File: src/dcs_pkg.sv
// Constants and types shared by the chip spreader and its input FIFO.
// Behaviour
// - Data bit 0 maps to symbol +1, data bit 1 maps to symbol -1.
// - Each symbol repeats spreading_factor times in successive chips.
// - Each repeated symbol is multiplied by the current Gold code chip.
// - Gold chip is XOR of two Fibonacci maximum-length generator outputs.
// - Both sequence generators are 25 stages long.
// - First generator uses feedback polynomial x^25 + x^3 + 1.
// - Second generator uses feedback polynomial x^25 + x^3 + x^2 + x + 1.
// - At code start first loads 0x1, second loads the configured vector.
// - The Gold sequence repeats after 33,554,431 chips.
// - Orthogonal code grows from [1]: selector 0 gives CC, 1 gives C,-C.
// - Gold code is primary; orthogonal code further separates networks.
// - BPSK sends positive pulse for chip one, negative for chip zero.
// - Chip index 0 goes first, last_chip_of_symbol goes last.
// - Offset-QPSK even symbols: even chips to I, odd chips to Q.
// - Offset-QPSK odd symbols: even chips to Q, odd chips to I.
// - Offset-QPSK quadrature stream lags in-phase stream by one chip.
package dcs_pkg;

    localparam int unsigned GEN_LEN = 25;
    localparam logic [24:0] FIRST_GEN_INIT = 25'h0000001;
    localparam logic [24:0] FIRST_GEN_TAPS = 25'h0000009;
    localparam logic [24:0] SECOND_GEN_TAPS = 25'h000000f;
    localparam logic [24:0] GOLD_PERIOD = 25'h1ffffff;

    localparam int unsigned IDX_W = 7;
    localparam int unsigned SF_LOG2_W = 3;
    localparam logic [IDX_W-1:0] IDX_RESET = 7'h00;

    localparam int unsigned FIFO_WIDTH = 1;
    localparam int unsigned FIFO_DEPTH = 16;

    typedef enum logic [1:0] {
        ST_IDLE = 2'b00,
        ST_SEND = 2'b01,
        ST_LAST = 2'b11
    } dcs_state_t;

endpackage

File: src/dcs_spreader.sv
// Input bit FIFO and the chip spreader datapath with BPSK and O-QPSK routing.
`timescale 1ns/1ns

module dcs_fifo #(
    parameter int unsigned WIDTH = 1,
    parameter int unsigned DEPTH = 16
) (
    input  wire logic             i_clk_sys,
    input  wire logic             i_reset,
    input  wire logic             i_in_valid,
    input  wire logic [WIDTH-1:0] i_in_data,
    output logic                  o_in_ready,
    output logic                  o_out_valid,
    output logic [WIDTH-1:0]      o_out_data,
    input  wire logic             i_out_ready
);
    localparam int unsigned AW = $clog2(DEPTH);

    logic [WIDTH-1:0] mem_q [DEPTH];
    logic [AW-1:0]    wr_q;
    logic [AW-1:0]    rd_q;
    logic [AW:0]      cnt_q;
    logic [AW:0]      cnt_d;
    logic             ready_q;
    logic             empty_q;
    wire              push = i_in_valid && ready_q;
    wire              pop = i_out_ready && !empty_q;

    // Count is updated once per cycle from both handshakes.
    assign cnt_d = cnt_q + {{AW{1'b0}}, push} - {{AW{1'b0}}, pop};

    always_ff @(posedge i_clk_sys) begin
        if (push) begin
            mem_q[wr_q] <= i_in_data;
        end
    end

    always_ff @(posedge i_clk_sys) begin
        if (i_reset) begin
            wr_q    <= '0;
            rd_q    <= '0;
            cnt_q   <= '0;
            ready_q <= 1'b1;
            empty_q <= 1'b1;
        end else begin
            wr_q    <= push ? wr_q + 1'b1 : wr_q;
            rd_q    <= pop ? rd_q + 1'b1 : rd_q;
            cnt_q   <= cnt_d;
            ready_q <= (cnt_d != DEPTH[AW:0]);
            empty_q <= (cnt_d == '0);
        end
    end

    assign o_in_ready  = ready_q;
    assign o_out_valid = !empty_q;
    assign o_out_data  = mem_q[rd_q];

endmodule

module dcs_spreader (
    input  wire logic                         i_clk_sys,
    input  wire logic                         i_reset,
    input  wire logic                         i_frame_start,
    input  wire logic                         i_bit_valid,
    input  wire logic                         i_bit,
    output logic                              o_bit_ready,
    input  wire logic [dcs_pkg::SF_LOG2_W-1:0] i_sf_log2,
    input  wire logic [24:0]                  i_gold_iv,
    input  wire logic                         i_orthogonal_tree_code_en,
    input  wire logic [dcs_pkg::IDX_W-1:0]    i_orthogonal_tree_code_sel,
    input  wire logic                         i_oqpsk,
    input  wire logic                         i_chip_ready,
    output logic                              o_chip_valid,
    output logic                              o_chip,
    output logic                              o_inph_upd,
    output logic                              o_inph_chip,
    output logic                              o_quad_upd,
    output logic                              o_quad_chip
);
    // One Fibonacci step: output leaves stage 0, feedback enters stage 24.
    function automatic logic [24:0] gen_step(input logic [24:0] s,
                                             input logic [24:0] taps);
        gen_step = {^(s & taps), s[24:1]};
    endfunction

    // Negation of orthogonal chip k: level i flips the upper half of C(i+1).
    function automatic logic orthogonal_tree_code_neg(input logic [dcs_pkg::IDX_W-1:0] k,
                                      input logic [dcs_pkg::IDX_W-1:0] sel,
                                      input logic [dcs_pkg::IDX_W-1:0] msk);
        orthogonal_tree_code_neg = ^(k & sel & msk);
    endfunction

    dcs_pkg::dcs_state_t state_q;
    dcs_pkg::dcs_state_t state_d;

    logic                      fifo_valid;
    logic                      fifo_bit;
    logic                      fifo_ready_q;
    logic                      fifo_full_n;
    logic [24:0]               gen1_q;
    logic [24:0]               gen2_q;
    logic [dcs_pkg::IDX_W-1:0] idx_q;
    logic                      cur_bit_q;
    logic                      sym_odd_q;
    logic                      q_pend_q;
    logic                      q_pend_chip_q;
    logic                      chip_valid_q;
    logic                      chip_q;
    logic                      inph_upd_q;
    logic                      inph_chip_q;
    logic                      quad_upd_q;
    logic                      quad_chip_q;

    dcs_fifo #(
        .WIDTH (dcs_pkg::FIFO_WIDTH),
        .DEPTH (dcs_pkg::FIFO_DEPTH)
    ) u_fifo (
        .i_clk_sys   (i_clk_sys),
        .i_reset     (i_reset),
        .i_in_valid  (i_bit_valid),
        .i_in_data   (i_bit),
        .o_in_ready  (fifo_full_n),
        .o_out_valid (fifo_valid),
        .o_out_data  (fifo_bit),
        .i_out_ready (fifo_ready_q)
    );

    // Mask of orthogonal tree levels in use and index of the final chip.
    wire [dcs_pkg::IDX_W-1:0] lvl_mask =
        (dcs_pkg::IDX_W)'((8'h01 << i_sf_log2) - 8'h01);
    wire [dcs_pkg::IDX_W-1:0] last_chip_of_symbol = lvl_mask;
    wire at_last = (idx_q == last_chip_of_symbol);

    // The output stage is free when it is empty or being taken this cycle.
    wire out_free = !chip_valid_q || i_chip_ready;
    wire sending = (state_q == dcs_pkg::ST_SEND) ||
                   (state_q == dcs_pkg::ST_LAST);
    wire advance = sending && out_free && !i_frame_start;
    wire flush_pend = !sending && q_pend_q && out_free && !i_frame_start;

    // A new symbol is taken only after the final chip of the previous one.
    wire take_sym = fifo_ready_q && fifo_valid;

    wire [24:0] gen1_nxt = gen_step(gen1_q, dcs_pkg::FIRST_GEN_TAPS);
    wire [24:0] gen2_nxt =
        gen_step(gen2_q, dcs_pkg::SECOND_GEN_TAPS);
    wire gold_chip = gen1_q[0] ^ gen2_q[0];
    wire orth_neg = i_orthogonal_tree_code_en &&
                    orthogonal_tree_code_neg(idx_q, i_orthogonal_tree_code_sel, lvl_mask);
    // Polarity 1 means -1: symbol, Gold and orthogonal signs multiply.
    wire neg_pol = cur_bit_q ^ gold_chip ^ orth_neg;
    wire chip_val = !neg_pol;
    wire to_quad = i_oqpsk && (idx_q[0] ^ sym_odd_q);

    always_comb begin
        state_d = state_q;
        case (state_q)
            dcs_pkg::ST_IDLE: begin
                if (take_sym) begin
                    state_d = dcs_pkg::ST_SEND;
                end
            end
            dcs_pkg::ST_SEND: begin
                if (advance && idx_q == last_chip_of_symbol - 1'b1) begin
                    state_d = dcs_pkg::ST_LAST;
                end else if (advance && at_last) begin
                    state_d = dcs_pkg::ST_IDLE;
                end
            end
            dcs_pkg::ST_LAST: begin
                if (advance) begin
                    state_d = dcs_pkg::ST_IDLE;
                end
            end
            default: begin
                state_d = dcs_pkg::ST_IDLE;
            end
        endcase
    end

    always_ff @(posedge i_clk_sys) begin
        if (i_reset) begin
            state_q      <= dcs_pkg::ST_IDLE;
            fifo_ready_q <= 1'b0;
        end else begin
            state_q      <= i_frame_start ? dcs_pkg::ST_IDLE : state_d;
            fifo_ready_q <= !take_sym && state_d == dcs_pkg::ST_IDLE &&
                            !i_frame_start;
        end
    end

    always_ff @(posedge i_clk_sys) begin
        if (i_reset) begin
            cur_bit_q <= 1'b0;
            sym_odd_q <= 1'b0;
            idx_q     <= dcs_pkg::IDX_RESET;
        end else if (i_frame_start) begin
            sym_odd_q <= 1'b0;
            idx_q     <= dcs_pkg::IDX_RESET;
        end else if (take_sym) begin
            cur_bit_q <= fifo_bit;
            idx_q     <= dcs_pkg::IDX_RESET;
        end else if (advance) begin
            idx_q     <= idx_q + 1'b1;
            sym_odd_q <= at_last ? !sym_odd_q : sym_odd_q;
        end
    end

    // Generators run on across symbols and reload only with a new frame.
    always_ff @(posedge i_clk_sys) begin
        if (i_reset) begin
            gen1_q <= dcs_pkg::FIRST_GEN_INIT;
            gen2_q <= dcs_pkg::FIRST_GEN_INIT;
        end else if (i_frame_start) begin
            gen1_q <= dcs_pkg::FIRST_GEN_INIT;
            gen2_q <= i_gold_iv;
        end else if (advance) begin
            gen1_q <= gen1_nxt;
            gen2_q <= gen2_nxt;
        end
    end

    always_ff @(posedge i_clk_sys) begin
        if (i_reset || i_frame_start) begin
            chip_valid_q <= 1'b0;
            chip_q       <= 1'b0;
            inph_upd_q   <= 1'b0;
            quad_upd_q   <= 1'b0;
        end else if (advance) begin
            chip_valid_q <= 1'b1;
            chip_q       <= chip_val;
            inph_upd_q   <= !to_quad;
            quad_upd_q   <= q_pend_q;
        end else if (flush_pend) begin
            chip_valid_q <= 1'b1;
            inph_upd_q   <= 1'b0;
            quad_upd_q   <= 1'b1;
        end else if (i_chip_ready) begin
            chip_valid_q <= 1'b0;
            inph_upd_q   <= 1'b0;
            quad_upd_q   <= 1'b0;
        end
    end

    // A quadrature chip waits in a holding stage for one chip period.
    always_ff @(posedge i_clk_sys) begin
        if (i_reset || i_frame_start) begin
            q_pend_q      <= 1'b0;
            q_pend_chip_q <= 1'b0;
            inph_chip_q   <= 1'b0;
            quad_chip_q   <= 1'b0;
        end else if (advance) begin
            q_pend_q      <= to_quad;
            q_pend_chip_q <= chip_val;
            inph_chip_q   <= to_quad ? inph_chip_q : chip_val;
            quad_chip_q   <= q_pend_q ? q_pend_chip_q : quad_chip_q;
        end else if (flush_pend) begin
            q_pend_q      <= 1'b0;
            quad_chip_q   <= q_pend_chip_q;
        end
    end

    assign o_bit_ready  = fifo_full_n;
    assign o_chip_valid = chip_valid_q;
    assign o_chip       = chip_q;
    assign o_inph_upd   = inph_upd_q;
    assign o_inph_chip  = inph_chip_q;
    assign o_quad_upd   = quad_upd_q;
    assign o_quad_chip  = quad_chip_q;
endmodule

File: config.mk
export PLATFORM = sky130hd
export DESIGN_NAME = dcs_spreader
export DESIGN_NICKNAME = d
export VERILOG_FILES = /design/src/dcs_pkg.sv /design/src/dcs_spreader.sv
export SDC_FILE = /design/constraint.sdc
export NUM_CORES = 1
export LEC_CHECK = 0
export ABC_CLOCK_PERIOD_IN_PS = 5700
export BUFFER_PORTS_ARGS = -buffer_cell sky130_fd_sc_hd__buf_4
export CORE_ASPECT_RATIO = 1.5
export CORE_MARGIN = 5
export CORE_UTILIZATION = 40
export CTS_CLUSTER_SIZE = 8
export DETAILED_ROUTE_END_ITERATION = 16
export RECOVER_POWER = 25
export SETUP_SLACK_MARGIN = 0.3
export SLEW_MARGIN = 40
export SYNTH_ARGS = -nofsm -noshare
export SYNTH_HDL_FRONTEND = slang
export SYNTH_SLANG_ARGS = --single-unit
File: constraint.sdc
create_clock -name i_clk_sys -period 5.7 [get_ports i_clk_sys]
set_clock_uncertainty 0.2 [all_clocks]
set_input_delay 0.57 -clock i_clk_sys [delete_from_list [all_inputs] [get_ports i_clk_sys]]
set_output_delay 0.57 -clock i_clk_sys [all_outputs]
set_load 0.02 [all_outputs]
==> flow_summary_export.csv <==
group,metric,value,unit
outcome,status,"completed",
worst_setup_path,crit_buf_inv,4,
placement,post-place-ws,3.03,ns
sta,hold_slack,0.251,ns
clock_tree,tritoncts,"built",
clock_tree,cts_buffer_depth,2,
floorplanning,initial_utilization,0.403,
global_route,gr-total-overflow,0,
global_route,grt_pass1_wl,17300,um
logic_synthesis,synth_edf_count,16,
cells_and_area,antenna_cells_inserted,0,
cells_and_area,drive_gt1_frac,0.134,
worst_setup_path,slowest_stage,"fa_1",
sta,slew_headroom,0.600,
logic_synthesis,async_flop_share,0,
sta,hold_viol_final,0,
clock_tree,ctsRootBufferMaster,"clkbuf_16",
sta,finalCriticalPeriod,2.63,ns
global_route,grt_pass1_vias,3671,
drt,route.vias.total,3898,
drt,postRouteAntennaNets,0,
drt,drt-wirelength-per-cell,13.1,um
logic_synthesis,ys_ff_latch,100,
drt,drc,0,
cells_and_area,final_cell_mix,"nand2_1 (125), a21oi_1 (86), dfxtp_1 (84)",
logic_synthesis,synthFlopType,"dfxtp_1",
worst_setup_path,path_cells,"nand2b_1 -> inv_1 -> ha_1 -> inv_1 -> ha_1 -> inv_1 -> fa_1 -> inv_1 -> a21o_1 -> a21oi_1 -> xnor2_1 -> nor2_1 -> nor2_1",
logic_synthesis,netlist_area,4790,sq um
run,maxCapViolCount,0,
logic_synthesis,syn_nets,641,
drt,postRouteWirelength,10000,um
floorplanning,die-height,144,um
power_and_ir_drop,power-per-cell-area,308,nW/um^2
clock_tree,postCtsSetupRepairBufs,0,
placement,dp.cells,748,
logic_synthesis,synthCells,583,
global_route,grt_util_all_layers,0.147,
logic_synthesis,ys_types,53,
worst_setup_path,cp_max_fo,7,
cells_and_area,n_fill_cell,1211,
global_route,grt_max_degree,55,
sta,slew_violations,0,
clock_tree,clk_latency,0.33,ns
logic_synthesis,synth.top_cell.area_share,0.351,
logic_synthesis,synth.area.top_cells,"dfxtp_1 (35%), edfxtp_1 (10%), nand2_1 (9.8%)",
logic_synthesis,synth_largest_area_cell,"dfxtp_1",
sta,setup_tns,0,ns
clock_tree,htreeDepth,3,
logic_synthesis,yosysSeqAreaShare,0.451,
worst_setup_path,crit_top_cell,"inv_1",
placement,gp_congestion,0.848,
global_route,antenna_found_initial,0,
worst_setup_path,worstPathArrival,2.65,ns
logic_synthesis,yosysWarnings,0,
worst_setup_path,endpoint_kind,"flop",
sta,period_share,0.461,
clock_tree,clkTransAtPathRegs,0.06,ns
logic_synthesis,syn_avg_cell_area,8.22,sq um
cells_and_area,num-nets-final,664,
floorplanning,io_pins,50,
floorplanning,rows,49,
cells_and_area,stdcell_count,764,
drt,avgViaCountPerCell,5.10,
power_and_ir_drop,peakVddDrop,0.232,mV
placement,io_buffers,49,
sta,worstMarginPinSlew,0.600,ns
sta,fmax,380,MHz
placement,place_hpwl,7020,um
floorplanning,dieArea,14300,sq um
worst_setup_path,cp-start-kind,"flop",
clock_tree,numCtsBuffers,9,
floorplanning,core_area,11900,sq um
worst_setup_path,crit_type,"flop to flop",
cells_and_area,area_growth,14.5,%
min_path,hold_class,"flop to flop",
sta,setup_viol,0,
floorplanning,die_width,99.4,um
drt,drt_iter0_drc,182,
clock_tree,cts_resized,0,
power_and_ir_drop,p_leak,2.00,nW
worst_setup_path,worst_path_largest_cell_delay,0.40,ns
sta,fin_ws,3.07,ns
worst_setup_path,worstPathRequired,5.73,ns
clock_tree,cts_sinks,100,
clock_tree,cts_hold_buf,0,
power_and_ir_drop,total_power,0.00169,W
sta,rsz0062_at_grt,"false",
worst_setup_path,critPathTopFamily,"adder cells",
drt,firstDrtPassIters,4,
cells_and_area,final_common_cell,"nand2_1",
[cells in the mapped netlist, types with 6 or more instances]
master,instances
edfxtp_1,16
ha_1,14
xnor2_1,13
a21oi_1,86
nor2_1,71
o21ai_0,10
inv_1,14
nand4_1,6
nand3_1,10
xor2_1,14
o211ai_1,6
clkbuf_1,31
nand2_1,125
dfxtp_1,84
nor3_1,11
[path summary, 6_finish.rpt]
kind / start / end / slack (ns) / cells after the start
max: u_fifo.empty_q / u_fifo.empty_q / 3.07 / 13
min reg2reg: gen1_q[9] / gen1_q[8] / 0.25 / 2
max reg2reg: u_fifo.empty_q / u_fifo.empty_q / 3.07 / 13
min: gen1_q[9] / gen1_q[8] / 0.25 / 2
[layout make-up]
cell class	instances	area, sq um	share of cell area
timing repair buffer	52	387	0.0704
inverter	14	52.6	0.00957
sequential	100	2160	0.394
clock buffer	13	260	0.0474
tap	153	191	0.0349
clock inverter	3	21.3	0.00388
multi-input combinational	429	2410	0.440
[cells by family after synthesis]
kind of cell             Yosys count  share of synthesized area
adder cells (fa/ha/maj)           15                     0.0407
flip-flops                       100                      0.451
AND/OR/NAND/NOR                  258                      0.240
multiplexers                       9                     0.0318
buffers and inverters             54                     0.0467
XOR/XNOR                          27                     0.0493
AO/OA/AOI/OAI                    120                      0.140
[power by group]
group,total (W),switching [W],internal [W]
combinational,0.000326,0.000180,0.000146
clock,0.000570,0.000249,0.000320
sequential,0.000794,0.0000308,0.000763
[metrics by stage]
stage	util	instance area, sq um
floorplan	-	4790
global placement	0.438	5210
detailed placement	0.438	5210
CTS	0.462	5490
global route	0.461	5490
finish	0.461	5490
[worst register-to-register path, cell delays in order, from the launching register on]
cell	delay [ns]
dfxtp_1	0.31
nand2b_1	0.24
inv_1	0.16
ha_1	0.31
inv_1	0.05
ha_1	0.16
inv_1	0.06
fa_1	0.40
inv_1	0.07
a21o_1	0.11
a21oi_1	0.08
xnor2_1	0.13
nor2_1	0.16
nor2_1	0.08
[registers in the layout (all words and copies together) (netlist names), 2 cells and up]
signal and flops:
u_fifo.mem_q 16, state_q 2, u_fifo.rd_q 4, u_fifo.cnt_q 5, gen2_q 25, u_fifo.wr_q 4, idx_q 7, gen1_q 25
[layer usage]
layer	GRT usage	up-vias	wire (um)
met3	0.0265	11	370
met2	0.258	67	5110
met5	0	-	0
li1	-	2000	-
met1	0.180	1820	4380
met4	0.0504	0	155
No activity file was read; power rests on OpenSTA's default activity.
